[src/hw/cfs_regs.vh]
`ifndef CFS_REGS_VH
`define CFS_REGS_VH

// Command byte layout: bit 7 high marks a write, bits 6:0 hold the address.
`define CFS_CMD_WR_BIT 7
`define CFS_CMD_ADDR_HI 6

// Register addresses.
`define CFS_ADDR_FLAG_LEN 7'h2C
`define CFS_ADDR_DATA_LEN 7'h2D
`define CFS_ADDR_SEIZE_LEN 7'h2E
`define CFS_ADDR_MARK_LEN 7'h2F
`define CFS_ADDR_CONTROL 7'h30

// Reset values.
`define CFS_RST_FLAG_LEN 8'h00
`define CFS_RST_DATA_LEN 8'h00
`define CFS_RST_SEIZE_LEN 8'h00
`define CFS_RST_MARK_LEN 8'h00
`define CFS_RST_CHAN 2'h0
`define CFS_RST_BIT 1'h0

// Control register field positions.
`define CFS_CTL_FCS_HI 5
`define CFS_CTL_FCS_LO 4
`define CFS_CTL_FO 3
`define CFS_CTL_BS 2
`define CFS_CTL_MAS 1
`define CFS_CTL_FS 0

// Message buffer and byte framing.
`define CFS_MAX_BYTES 7'h40
`define CFS_BUF_AW 6
`define CFS_FRAME_LAST 4'h9

`endif

[src/hw/cfs_byte_serializer.v]
`timescale 1ns/1ps
`default_nettype none
`include "cfs_regs.vh"

module cfs_byte_serializer (
    // Clock and reset
    input wire mclk,
    input wire rst,
    // Control
    input wire clr,
    input wire step,
    input wire [7:0] byte_in,
    // Serial view
    output wire bit_out,
    output wire last
);
    reg [3:0] pos_q;
    reg [3:0] pos_d;
    wire [9:0] frame;

    // One start bit of zero, eight data bits LSB first, one stop bit of one.
    assign frame = {1'b1, byte_in, 1'b0};
    assign bit_out = frame[pos_q];
    assign last = (pos_q == `CFS_FRAME_LAST);

    always @* begin
        pos_d = pos_q;
        if (clr) begin
            pos_d = 4'h0;
        end else if (step) begin
            pos_d = last ? 4'h0 : pos_q + 4'h1;
        end
    end

    always @(posedge mclk) begin
        if (rst) begin
            pos_q <= 4'h0;
        end else begin
            pos_q <= pos_d;
        end
    end
endmodule
`default_nettype wire

[src/hw/cfs_sequencer.v]
`timescale 1ns/1ps
`default_nettype none
`include "cfs_regs.vh"

// Notes on behaviour
// - Flag ones between bytes, count from register
// - Send data length bytes, capped at 64
// - Seizure sends twice length zero-one pairs
// - Mark phase sends mark length ones
// - Channel select routes output to channel
// - Block runs only while enable bit set
// - Spec select picks one of two specifications
// - Mark-after-send clear: mute after message
// - Mark-after-send set: continuous ones after message
// - Clear mark-after-send with start set stops stream
// - Start begins; hardware clears it when done
// - All lengths zero: start clears immediately
module cfs_sequencer (
    // Clock and reset
    input wire mclk,
    input wire rst,
    // Command-byte control port
    input wire cmd_valid,
    input wire [7:0] cmd_byte,
    input wire [7:0] cmd_wdata,
    output reg [7:0] rd_data_q,
    output reg rd_valid_q,
    // Message buffer fill port
    input wire buf_we,
    input wire [5:0] buf_addr,
    input wire [7:0] buf_wdata,
    // Modulator side
    input wire bit_tick,
    output reg tx_bit_q,
    output reg tx_on_q,
    output reg [3:0] chan_route_q,
    output reg spec_sel_q,
    output wire busy
);
    // Phases in transmit order; the tail either mutes or keeps marking.
    localparam ST_IDLE = 3'd0;
    localparam ST_SEIZE = 3'd1;
    localparam ST_MARK = 3'd2;
    localparam ST_DATA = 3'd3;
    localparam ST_FLAG = 3'd4;
    localparam ST_TAIL = 3'd5;

    reg [7:0] flag_bit_count_q;
    reg [7:0] message_byte_count_q;
    reg [7:0] seizure_pair_half_count_q;
    reg [7:0] mark_bit_count_q;
    reg [1:0] fsk_channel_select_q;
    reg fsk_block_enable_q;
    reg spec_select_q;
    reg mark_after_send_q;
    reg fsk_start_q;
    reg fsk_start_d;
    reg [7:0] fsk_message_buffer [0:63];

    reg [2:0] state_q;
    reg [2:0] state_d;
    // Wide enough for the longest phase, four bits per seizure length step.
    reg [9:0] cnt_q;
    reg [9:0] cnt_d;
    reg [5:0] byte_idx_q;
    reg [5:0] byte_idx_d;
    reg clear_start;
    reg ser_clr;
    reg ser_step;
    reg tx_bit_d;

    wire wr_cmd;
    wire rd_cmd;
    wire [6:0] addr;
    wire ctl_wr;
    wire [6:0] n_bytes;
    wire [9:0] seize_bits;
    wire ser_bit;
    wire ser_last;
    wire [2:0] after_seize;
    wire [2:0] after_mark;

    assign addr = cmd_byte[`CFS_CMD_ADDR_HI:0];
    assign wr_cmd = cmd_valid & cmd_byte[`CFS_CMD_WR_BIT];
    assign rd_cmd = cmd_valid & ~cmd_byte[`CFS_CMD_WR_BIT];
    assign ctl_wr = wr_cmd & (addr == `CFS_ADDR_CONTROL);
    assign busy = (state_q != ST_IDLE);

    // Values above the buffer size are taken as a full buffer.
    assign n_bytes = (message_byte_count_q > {1'b0, `CFS_MAX_BYTES}) ? `CFS_MAX_BYTES :
        message_byte_count_q[6:0];
    // Each pair counts twice, and each pair is two bits.
    assign seize_bits = {seizure_pair_half_count_q, 2'b00};

    // Phase skipping for zero lengths.
    assign after_mark = (n_bytes != 7'h00) ? ST_DATA : ST_TAIL;
    assign after_seize = (mark_bit_count_q != 8'h00) ? ST_MARK : after_mark;

    // Register writes and reads.
    always @(posedge mclk) begin
        if (rst) begin
            flag_bit_count_q <= `CFS_RST_FLAG_LEN;
            message_byte_count_q <= `CFS_RST_DATA_LEN;
            seizure_pair_half_count_q <= `CFS_RST_SEIZE_LEN;
            mark_bit_count_q <= `CFS_RST_MARK_LEN;
            fsk_channel_select_q <= `CFS_RST_CHAN;
            fsk_block_enable_q <= `CFS_RST_BIT;
            spec_select_q <= `CFS_RST_BIT;
            mark_after_send_q <= `CFS_RST_BIT;
            rd_data_q <= 8'h00;
            rd_valid_q <= 1'b0;
        end else begin
            rd_valid_q <= rd_cmd;
            if (wr_cmd) begin
                case (addr)
                    `CFS_ADDR_FLAG_LEN: flag_bit_count_q <= cmd_wdata;
                    `CFS_ADDR_DATA_LEN: message_byte_count_q <= cmd_wdata;
                    `CFS_ADDR_SEIZE_LEN: seizure_pair_half_count_q <= cmd_wdata;
                    `CFS_ADDR_MARK_LEN: mark_bit_count_q <= cmd_wdata;
                    `CFS_ADDR_CONTROL: begin
                        fsk_channel_select_q <= cmd_wdata[`CFS_CTL_FCS_HI:`CFS_CTL_FCS_LO];
                        fsk_block_enable_q <= cmd_wdata[`CFS_CTL_FO];
                        spec_select_q <= cmd_wdata[`CFS_CTL_BS];
                        mark_after_send_q <= cmd_wdata[`CFS_CTL_MAS];
                    end
                    default: begin
                    end
                endcase
            end
            if (rd_cmd) begin
                case (addr)
                    `CFS_ADDR_FLAG_LEN: rd_data_q <= flag_bit_count_q;
                    `CFS_ADDR_DATA_LEN: rd_data_q <= message_byte_count_q;
                    `CFS_ADDR_SEIZE_LEN: rd_data_q <= seizure_pair_half_count_q;
                    `CFS_ADDR_MARK_LEN: rd_data_q <= mark_bit_count_q;
                    // Reserved bits 7:6 read back as zero.
                    `CFS_ADDR_CONTROL: rd_data_q <= {2'b00, fsk_channel_select_q,
                        fsk_block_enable_q, spec_select_q, mark_after_send_q, fsk_start_q};
                    default: rd_data_q <= 8'h00;
                endcase
            end
        end
    end

    // The buffer has no reset; software fills it before starting.
    always @(posedge mclk) begin
        if (buf_we) begin
            fsk_message_buffer[buf_addr] <= buf_wdata;
        end
    end

    // A host write that sets the start bit wins over a hardware clear in the same cycle.
    always @* begin
        fsk_start_d = fsk_start_q;
        if (clear_start) begin
            fsk_start_d = 1'b0;
        end
        if (ctl_wr) begin
            fsk_start_d = cmd_wdata[`CFS_CTL_FS] | (fsk_start_q & ~clear_start);
        end
    end

    // The serializer steps only on data-phase ticks, so it waits at its start bit
    // through the seizure and mark phases.
    cfs_byte_serializer u_ser (
        .mclk(mclk),
        .rst(rst),
        .clr(ser_clr),
        .step(ser_step),
        .byte_in(fsk_message_buffer[byte_idx_q]),
        .bit_out(ser_bit),
        .last(ser_last)
    );

    always @* begin
        state_d = state_q;
        cnt_d = cnt_q;
        byte_idx_d = byte_idx_q;
        clear_start = 1'b0;
        ser_clr = 1'b0;
        ser_step = 1'b0;
        tx_bit_d = tx_bit_q;
        if (!fsk_block_enable_q) begin
            // Disabling drops any transfer in flight.
            state_d = ST_IDLE;
            clear_start = fsk_start_q;
            ser_clr = 1'b1;
        end else begin
            case (state_q)
                ST_IDLE: begin
                    cnt_d = 10'h000;
                    byte_idx_d = 6'h00;
                    ser_clr = 1'b1;
                    if (fsk_start_q) begin
                        // Nothing to send: drop the start bit and stay muted.
                        if (seize_bits == 10'h000 && mark_bit_count_q == 8'h00 &&
                            n_bytes == 7'h00) begin
                            clear_start = 1'b1;
                        end else if (seize_bits != 10'h000) begin
                            state_d = ST_SEIZE;
                        end else begin
                            state_d = after_seize;
                        end
                    end
                end
                ST_SEIZE: begin
                    if (bit_tick) begin
                        tx_bit_d = cnt_q[0];
                        cnt_d = cnt_q + 10'h001;
                        if (cnt_q == seize_bits - 10'h001) begin
                            cnt_d = 10'h000;
                            state_d = after_seize;
                        end
                    end
                end
                ST_MARK: begin
                    if (bit_tick) begin
                        tx_bit_d = 1'b1;
                        cnt_d = cnt_q + 10'h001;
                        if (cnt_q[7:0] == mark_bit_count_q - 8'h01) begin
                            cnt_d = 10'h000;
                            state_d = after_mark;
                        end
                    end
                end
                ST_DATA: begin
                    if (bit_tick) begin
                        tx_bit_d = ser_bit;
                        ser_step = 1'b1;
                        if (ser_last) begin
                            if ({1'b0, byte_idx_q} == n_bytes - 7'h01) begin
                                state_d = ST_TAIL;
                            end else begin
                                byte_idx_d = byte_idx_q + 6'h01;
                                // Flag runs go only between bytes, never after the last one.
                                if (flag_bit_count_q != 8'h00) begin
                                    state_d = ST_FLAG;
                                end
                            end
                        end
                    end
                end
                ST_FLAG: begin
                    // The counter is shared by the counted phases and is zero on entry to each.
                    if (bit_tick) begin
                        tx_bit_d = 1'b1;
                        cnt_d = cnt_q + 10'h001;
                        if (cnt_q[7:0] == flag_bit_count_q - 8'h01) begin
                            cnt_d = 10'h000;
                            state_d = ST_DATA;
                        end
                    end
                end
                ST_TAIL: begin
                    // Start is cleared on entry, so a set start here is a fresh host write.
                    if (fsk_start_q && !mark_after_send_q) begin
                        state_d = ST_IDLE;
                        clear_start = 1'b1;
                    end else if (bit_tick) begin
                        if (mark_after_send_q) begin
                            tx_bit_d = 1'b1;
                        end else begin
                            // Waiting one tick lets the last stop bit run its full period
                            // before the output is muted.
                            state_d = ST_IDLE;
                        end
                    end
                end
                default: begin
                    state_d = ST_IDLE;
                end
            endcase
            if (state_d == ST_TAIL && state_q != ST_TAIL) begin
                clear_start = 1'b1;
            end
        end
    end

    always @(posedge mclk) begin
        if (rst) begin
            state_q <= ST_IDLE;
            cnt_q <= 10'h000;
            byte_idx_q <= 6'h00;
            fsk_start_q <= `CFS_RST_BIT;
            // The line rests at one, so a muted modulator is left on mark.
            tx_bit_q <= 1'b1;
            tx_on_q <= 1'b0;
            chan_route_q <= 4'h0;
            spec_sel_q <= `CFS_RST_BIT;
        end else begin
            state_q <= state_d;
            cnt_q <= cnt_d;
            byte_idx_q <= byte_idx_d;
            fsk_start_q <= fsk_start_d;
            tx_bit_q <= tx_bit_d;
            // Output is muted whenever no phase is running.
            tx_on_q <= (state_d != ST_IDLE);
            chan_route_q <= (state_d != ST_IDLE) ?
                (4'h1 << fsk_channel_select_q) : 4'h0;
            // Route is registered from the next state; spec select is registered from its bit every cycle, busy or idle.
            spec_sel_q <= spec_select_q;
        end
    end
endmodule
`default_nettype wire
[config.mk]
export PLATFORM = sky130hd
export DESIGN_NAME = cfs_sequencer
export DESIGN_NICKNAME = d
export VERILOG_FILES = /design/src/hw/cfs_byte_serializer.v /design/src/hw/cfs_sequencer.v
export VERILOG_INCLUDE_DIRS = /design/src /design/src/hw
export SDC_FILE = /design/constraint.sdc
export NUM_CORES = 1
export LEC_CHECK = 0
export BUFFER_PORTS_ARGS = -buffer_cell sky130_fd_sc_hd__buf_2
export CELL_PAD_IN_SITES_DETAIL_PLACEMENT = 1
export CELL_PAD_IN_SITES_GLOBAL_PLACEMENT = 1
export CORE_MARGIN = 5
export CORE_UTILIZATION = 47
export DETAILED_ROUTE_END_ITERATION = 8
export GPL_ROUTABILITY_DRIVEN = 0
export PLACE_DENSITY = 0.74
export SYNTH_ARGS = -nofsm -noshare
export SYNTH_HDL_FRONTEND = slang
export SYNTH_SLANG_ARGS = --single-unit
[constraint.sdc]
create_clock -name mclk -period 3.5 [get_ports mclk]
set_clock_uncertainty 0.1 [all_clocks]
set_input_delay 0.7 -clock mclk [delete_from_list [all_inputs] [get_ports mclk]]
set_output_delay 0.7 -clock mclk [all_outputs]
set_load 0.005 [all_outputs]
After elaboration in Yosys (flattened, before gate mapping)
Memories as Yosys holds them, arrays and structs flattened. A register that Yosys moved wholly into a read port is not among the register bits. Cells that the tools add are included. Widths: inputs -> output; s select.

Bits in registers: 77. Memory bits (writable): 512. Input port bits: 35. Word-level logic and storage cells: 156. Memories: 1.

Memory list: fsk_message_buffer (words 64, bits a word 8, rd ports 1, clocked after memory_dff 1, wr ports 1, line cfs_sequencer.v:58) `reg [7:0] fsk_message_buffer [0:63];`.

Add/sub/neg operators: 7. Magnitude comparators: 2. Equality and inequality tests: 27. Shift operators: 1. Multiplexer cells: 61. Bitwise operators: 8. Reduce and logical (&&, ||, !) cells: 30.

Operators by type and width (count): $mux 10 (6); $mux 3 (20); $pmux 10 s4 (1); $pmux 8 s5 (1); $eq 7x6->1 const B (5); $mux 6 (5); $mux 1 (21); $pmux 3 s6 (1); $eq 8x8->1 (2); $ne 2x2->1 const B (8); $reduce_bool 8->1 (2); $sub 8x1->8 const B (2); $pmux 6 s2 (1); $add 10x1->10 const B (1); $eq 10x10->1 (1); $logic_not 10->1 (1); $reduce_and 2->1 (5); $reduce_and 5->1 (2); $reduce_bool 10->1 (1); $sub 10x1->10 const B (1); $eq 3x3->1 const B (3); $gt 8x7->1 const B (1); $logic_not 8->1 (1); $reduce_and 8->1 (1); 28 further kinds (43).

Depth between registers and ports, before layout
Gate-level depths: netlist of run 1.

Word-level depth: 18. Gate-level depth with buffers: 12.

Cells and area by module
A second synthesis of run 1 with hierarchy kept.

Cells, all modules: 1397. Area total of the unflattened synthesis: 24673.7 um2.

By module, submodules not included: cfs_sequencer (instances 1, cells an instance 1368, area an instance 24404.7 um2, sequential area each 16956.3 um2); cfs_byte_serializer (instances 1, cells an instance 29, area an instance 269.0 um2, sequential area each 80.1 um2).

Least setup slack after synthesis of run 1
OpenSTA, ideal clock, no wires.

Path kind: input to register. Start point: input port cmd_byte[1]. End point: register fsk_start_q. Library setup time: 0.059 ns. Data arrival time: 2.589 ns. Required time: 3.341 ns. Slack: 0.752 ns. Stages on the path: 7. Path buffers: 1. Cell sequence: clkbuf_1 -> or3_1 -> nor4b_4 -> nand3_1 -> or3b_1 -> nand2_1 -> o31a_1.

Cells in the longest elaborated chain, start to end: 3. Elaborated cells on any way between the ends: 4. Those cells by class: 1 x eq/ne; 1 x mux; 1 x bitwise; 1 x reduce/logical.

Ends and longest elaborated chain: from (decl) (line cfs_sequencer.v:24) `input wire [7:0] cmd_byte,`; $eq 7x6->1 *; $and 1x1->1 * (line cfs_sequencer.v:86) `` assign ctl_wr = wr_cmd & (addr == `CFS_ADDR_CONTROL); ``; $mux 1 / $reduce_bool 2->1 (equally long branches); to (signal assigned) (line cfs_sequencer.v:284) `` fsk_start_q <= `CFS_RST_BIT; ``; to (signal assigned) (line cfs_sequencer.v:294) `fsk_start_q <= fsk_start_d;`; to (decl) (line cfs_sequencer.v:56) `reg fsk_start_q;`.

Every way passes the cells marked *; elsewhere a longest branch is shown, timed or not. A chain may end at the register's enable or synchronous reset.

==> results by group, run 1 <==
Floorplan
  – Core box area: 0.0527 mm^2
  – Die Y: 241 um
  – Initial core utilization: 47.6%
  – I/O pin cnt: 52
  – DIE WIDTH: 241 um
  – Site row count: 84
  – Die Area: 0.0580 mm^2

Yosys
  – YS warnings: 0
  – Number of instances in the synthesized netlist: 1,548
  – Area fraction in and, or, nand and nor cells after synthesis: 8.44%
  – Async set or reset register ratio after synthesis: 0%
  – Number of register bits inferred by synthesis: 595
  – Main flop type after synthesis: sky130_fd_sc_hd__edfxtp_1
  – Area of the mapped netlist: 0.0250 mm^2
  – Main combinational cell family by area after synthesis: multiplexers
  – Unique masters post-synth: 79
  – Post-Syn Nets: 1,592
  – Post-synthesis share of cell area spent on full adders, half adders and majority gates: 0.450%
  – Xor-xnor portion of the synthesized cell area: 1.58%
  – Share of cell area taken by muxes after synthesis: 14.3%
  – Mean cell area of the mapped netlist: 16.2 um^2
  – Share of the synthesized area in the top cell type: 61.4%
  – Number of enable flip-flop cells after synthesis: 512
  – Top post-synthesis cells by area: sky130_fd_sc_hd__edfxtp_1 61%, sky130_fd_sc_hd__mux4_2 12%, sky130_fd_sc_hd__dfxtp_1 6.6%
  – Cell type contributing the most total cell area after synthesis: sky130_fd_sc_hd__edfxtp_1
  – Register area share after synthesis: 68.0%
  – Compound-Gate Fraction of Synth Area: 5.17%

Critical path
  – Data arrival, critical path: 3.65 ns
  – Reg-to-reg endpoint: tx_bit_q
  – Critical path start-end classification: register to register
  – Reg2reg path depth: 9
  – Setup slack, reg-to-reg: 0.25 ns
  – Critical path launch point type: register
  – Biggest fanout along the worst timing path: 26
  – Worst Path Required: 3.90 ns
  – Critical path capture point type: register

Cells and area
  – Combined area of the multi-input logic cells: 0.00750 mm^2
  – Fill cell instance count of the final layout: 4,889
  – Design Area, Final: 0.0286 mm^2
  – Most frequent cells in the layout: 512 x sky130_fd_sc_hd__edfxtp_1, 140 x sky130_fd_sc_hd__nor2_1, 130 x sky130_fd_sc_hd__mux4_2
  – Fraction of final layout cells with drive strength greater than 1: 24.0%
  – Most common library cell in the layout ignoring fill and taps: sky130_fd_sc_hd__edfxtp_1
  – Final design utilization: 54.4%
  – Storage cell area: 0.0170 mm^2
  – Final non-filler cell total: 2,422
  – Layout-stage area growth over the synthesis result: 14.4%
  – Count of antenna diodes in the layout: 0
  – Total number of nets in the final design: 1,727

Global route
  – Pin count of the biggest net entering global routing: 65
  – GRT overflow: 0
  – Global-route wire length before repair: 102,000 um
  – Overall routing resource usage: 23.6%
  – Vias in the first global route: 15,537
  – Number of antenna violations at the first check in global routing: 0

Routing
  – Average via count per standard cell: 6.20
  – Number of nets with antenna violations after detailed routing: 0
  – Starting DRT DRC Count: 1,443
  – Initial DRT Pass Iterations: 5
  – DRT Wirelength: 68,300 um
  – Vias after detailed routing: 15,006
  – DR WL/cell: 28.2 um
  – DRC violations left: 0

STA
  – Count of endpoints failing hold in the final timing report: 0
  – Fin crit period: 3.25 ns
  – Final count of pins violating max slew: 0
  – Setup violators final: 0
  – Final critical-path share of the clock period: 92.8%
  – Slew of the pin with the lowest slew margin: 1.29 ns
  – Maximum achievable frequency: 0.308 GHz
  – Total negative slack: 0 ns
  – Unrepaired setup endpoints after global routing: no
  – Worst max-slew margin expressed relative to the limit: 14.2%

Min path
  – WHS Path Cells: 3
  – Hold Path End: mark_bit_count_q[7]
  – Startpoint of the worst hold path: cmd_wdata[7]
  – Worst min-delay path category: input pin to register

Flow run
  – Count of maximum capacitance violations: 0

CTS
  – Clock tree from TritonCTS: yes
  – Clk buf depth: 3
  – Total number of clock tree sinks: 595
  – Clock latency of the later-clocked register in the worst-skew pair: 0.64 ns
  – Cts bufs inserted: 61
  – Worst-path clk slew: 0.06 ns
  – Cts-stage hold buffer count: 0
  – Htree depth: 2
  – Master cell of the clock root buffer: sky130_fd_sc_hd__clkbuf_16

Power
  – Reported leakage power: 9.16 nW
  – VDD IR max: 0.536 mV
  – Power per standard cell area: 507 mW/mm^2
  – Power, Total: 0.0145 W

Status
  – Result of the run: finished, final reports clean

Placed design
  – DP Area: 0.0266 mm^2
  – Total placed cells including tap cells: 2,307
  – Placed wire-length estimate after detailed placement: 45,800 um
  – PortBufs: 51
==> per-stage QoR <==
| step | hold slack, ns | setup WS, ns |
|---|---|---|
| finish | 0.299 | 0.252 |
| global route | 0.304 | 0.0741 |
| CTS | 0.266 | 0.0505 |
| detailed placement | 0.397 | 0.0908 |
| global placement | 0.389 | 0.135 |
| floorplan | 0.360 | 0.752 |
==> what timing repair did <==
item / in CTS / in global routing
gates resized for setup: 0 / 1
setup buffers: 0 / 1
endpoints found under the setup margin: 0 / 1
==> cells in the mapped netlist, drive strengths merged (4+ instances only) <==
cell type    n
dfxtp       83
a311oi       4
nand4b       4
and3         9
mux4       130
ha           9
nor3        30
nor2       140
nand2       73
a21o         7
xnor2       27
nor4        16
o31ai        6
a31oi       13
a2111oi      8
nand3b       9
buf         44
a221oi       6
mux2i       59
and2         4
nor2b       28
a21oi       37
a211oi      17
clkbuf      46
a22o         6
a22oi       10
or2          7
nand3       45
inv         21
o211ai       8
nand2b      13
or4          7
xor2        13
o22ai        5
mux2         6
a222oi       6
o21ai       20
edfxtp     512
or3         10
nand4       11
==> cell type report <==
class                           instances  area share, %
Sequential cell                       595           59.5
Multi-Input combinational cell        842           26.2
Clock buffer                           76           5.60
Timing Repair Buffer                  162           4.09
Tap cell                              688           3.00
Clock inverter                         38           1.34
Inverter                               21          0.275
==> registers in the layout, summed over array words and instances, names as in the netlist, 2 cells and up, named ones only <==
| signal | cells |
|---|---|
| mark_bit_count_q | 8 |
| cnt_q | 10 |
| byte_idx_q | 6 |
| chan_route_q | 4 |
| seizure_pair_half_count_q | 8 |
| fsk_channel_select_q | 2 |
| message_byte_count_q | 8 |
| fsk_message_buffer | 512 |
| rd_data_q | 8 |
| state_q | 3 |
| u_ser.pos_q | 4 |
| flag_bit_count_q | 8 |
==> critical path, stage by stage (launching register included) <==
cell                       delay, ns
sky130_fd_sc_hd__dfxtp_4        0.70
sky130_fd_sc_hd__buf_4          0.44
sky130_fd_sc_hd__mux2_2         0.39
sky130_fd_sc_hd__nor4_1         0.27
sky130_fd_sc_hd__a31oi_1        0.09
sky130_fd_sc_hd__nand4_1        0.11
sky130_fd_sc_hd__a211oi_1       0.05
sky130_fd_sc_hd__or4_1          0.53
sky130_fd_sc_hd__nor4_1         0.30
sky130_fd_sc_hd__o31ai_1        0.13
==> cell families after synthesis <==
family / after synthesis
fa+ha+maj: 9
mux: 195
buf+inv: 111
xor+xnor: 42
compound gates: 180
flops: 595
simple gates: 416
==> power by group <==
group / switching (W) / total [W] / internal, W
logic: 0.000228 / 0.000292 / 0.0000645
clock network: 0.00273 / 0.00649 / 0.00376
registers: 0.0000147 / 0.00775 / 0.00774
total: 0.00297 / 0.0145 / 0.0116
==> worst max path at each step <==
stage / cells past startpoint / slack, ns / startpoint / endpoint
global route: 10 / 0.07 / seizure_pair_half_count_q[0] / chan_route_q[1]
finish: 9 / 0.25 / register / tx_bit_q
detailed placement: 8 / 0.09 / register / tx_bit_q
floorplan: 7 / 0.75 / cmd_byte[1] / fsk_start_q
CTS: 8 / 0.05 / register / tx_bit_q
global placement: 8 / 0.13 / register / tx_bit_q
==> per-layer routing <==
| metal | part of all wire, % | global-route usage, % |
|---|---|---|
| met2 | 48 | 38.2 |
| met5 | 0 | 0 |
| met1 | 42 | 34.1 |
| met3 | 7.1 | 3.20 |
| met4 | 2.9 | 6.98 |
No activity file was read; power rests on OpenSTA's default activity.
==> run 2, diff against run 1 <==
--- a/config.mk
+++ b/config.mk
@@ -8,12 +8,12 @@
 export LEC_CHECK = 0
 export BUFFER_PORTS_ARGS = -buffer_cell sky130_fd_sc_hd__buf_2
 export CELL_PAD_IN_SITES_DETAIL_PLACEMENT = 1
-export CELL_PAD_IN_SITES_GLOBAL_PLACEMENT = 1
+export CELL_PAD_IN_SITES_GLOBAL_PLACEMENT = 2
 export CORE_MARGIN = 5
 export CORE_UTILIZATION = 47
 export DETAILED_ROUTE_END_ITERATION = 8
 export GPL_ROUTABILITY_DRIVEN = 0
-export PLACE_DENSITY = 0.74
+export PLACE_DENSITY = 0.82
 export SYNTH_ARGS = -nofsm -noshare
 export SYNTH_HDL_FRONTEND = slang
 export SYNTH_SLANG_ARGS = --single-unit
==> results by group, run 2 (synthesis gave the netlist of run 1 again) <==
Power
  – Reported leakage power: 9.19 nW
  – Power per standard cell area: 506 mW/mm^2
  – VDD IR max: 0.520 mV
  – Power, Total: 0.0145 W

Floorplan
  – Die Y: 241 um
  – Core box area: 0.0527 mm^2
  – Site row count: 84
  – I/O pin cnt: 52
  – Die Area: 0.0580 mm^2
  – DIE WIDTH: 241 um
  – Initial core utilization: 47.6%

Critical path
  – Biggest fanout along the worst timing path: 22
  – Data arrival, critical path: 3.63 ns
  – Worst Path Required: 3.92 ns
  – Critical path launch point type: register
  – Critical path start-end classification: register to register
  – Critical path capture point type: register

Routing
  – DR WL/cell: 28.1 um
  – Number of nets with antenna violations after detailed routing: 0
  – Starting DRT DRC Count: 1,398
  – Initial DRT Pass Iterations: 6
  – DRC violations left: 0
  – Vias after detailed routing: 14,883
  – DRT Wirelength: 68,300 um
  – Average via count per standard cell: 6.13

Global route
  – GRT overflow: 0
  – Overall routing resource usage: 23.7%
  – Pin count of the biggest net entering global routing: 65
  – Vias in the first global route: 15,653
  – Number of antenna violations at the first check in global routing: 1
  – Global-route wire length before repair: 102,000 um

Cells and area
  – Biggest registers after layout: fsk_message_buffer: 512 flops, cnt_q: 10 flops
  – Total number of nets in the final design: 1,734
  – Fill cell instance count of the final layout: 4,888
  – Most common library cell in the layout ignoring fill and taps: sky130_fd_sc_hd__edfxtp_1
  – Design Area, Final: 0.0287 mm^2
  – Most frequent cells in the layout: 512 x sky130_fd_sc_hd__edfxtp_1, 140 x sky130_fd_sc_hd__nor2_1, 130 x sky130_fd_sc_hd__mux4_2
  – Flip-flop count of the largest register after layout: 512
  – Count of antenna diodes in the layout: 0
  – Fraction of final layout cells with drive strength greater than 1: 24.7%
  – Top register by number of flip-flops: fsk_message_buffer
  – Layout-stage area growth over the synthesis result: 14.7%

CTS
  – Cts-stage hold buffer count: 0
  – Total number of clock tree sinks: 595
  – Worst-path clk slew: 0.07 ns
  – Cts bufs inserted: 60
  – Master cell of the clock root buffer: sky130_fd_sc_hd__clkbuf_16
  – Post-CTS setup repair buffer count: 0
  – Clock latency of the later-clocked register in the worst-skew pair: 0.63 ns
  – Clk buf depth: 3
  – Clock tree from TritonCTS: yes
  – Post-CTS sizing: 0
  – Htree depth: 2

Flow run
  – Count of maximum capacitance violations: 0

Min path
  – Worst min-delay path category: input pin to register

STA
  – Setup violators final: 0
  – Total negative slack: 0 ns
  – Maximum achievable frequency: 0.311 GHz
  – Fin crit period: 3.22 ns
  – Count of endpoints failing hold in the final timing report: 0
  – Final critical-path share of the clock period: 91.9%
  – Unrepaired setup endpoints after global routing: no
  – Final count of pins violating max slew: 0
  – Slew of the pin with the lowest slew margin: 1.28 ns
  – Worst max-slew margin expressed relative to the limit: 14.3%

Placed design
  – PortBufs: 51
  – Placed wire-length estimate after detailed placement: 46,400 um
  – DP Area: 0.0267 mm^2

Status
  – Result of the run: finished, final reports clean
run 2: report_power, final:
part,switching (W),internal (W),total [W],leakage [nW]
Clock,0.00275,0.00374,0.00649,0.954
Combinational,0.000221,0.0000655,0.000286,2.95
Sequential,0.0000148,0.00774,0.00775,5.28
Total,0.00298,0.0115,0.0145,9.19
run 2: area by class of cell:
class	instances	area, um^2	area share, %
clock buffers	66	1520	5.30
clock inverters	46	472	1.64
inverters	21	78.8	0.274
multi-input cells	842	7500	26.1
flip-flops and latches	595	17000	59.3
well taps	688	861	3.00
repair buffers	170	1250	4.35
run 2: worst paths after layout:
path / depth (start not counted) / slack, ns / to / startpoint
hold reg to reg: 2 / 0.40 / rd_data_q[1] / rd_data_q[1]
setup reg to reg: 8 / 0.28 / tx_bit_q / register
setup / recovery: 8 / 0.28 / tx_bit_q / register
hold / removal: 3 / 0.28 / mark_bit_count_q[6] / cmd_wdata[6]
run 2: layer usage:
metal | up-vias | share of wire [%] | global-route usage (%)
met4 | 0 | 2.4 | 6.12
met3 | 100 | 6.9 | 4.70
met5 | - | 0 | 0
met2 | 533 | 49 | 39.2
met1 | 7815 | 42 | 32.8
li1 | 6435 | - | -
run 2: per-stage QoR:
stage               setup WS (ns)  util, %  std cells  hold slack, ns
global placement           0.0869     50.8       2316           0.392
floorplan                   0.752        -       1548           0.360
CTS                         0.236     54.6       2428           0.246
finish                      0.282     54.6       2428           0.283
detailed placement          0.239     50.8       2316           0.393
global route               0.0429     54.6       2428           0.266
run 2: critical path, stage by stage (launching register included):
cell and delay, ns:
sky130_fd_sc_hd__dfxtp_4 0.69, sky130_fd_sc_hd__buf_4 0.32, sky130_fd_sc_hd__mux4_2 0.52, sky130_fd_sc_hd__mux2i_1 0.16
sky130_fd_sc_hd__buf_4 0.15, sky130_fd_sc_hd__o311ai_0 0.29, sky130_fd_sc_hd__or4_1 0.50, sky130_fd_sc_hd__nor4_1 0.23
sky130_fd_sc_hd__o31ai_1 0.12
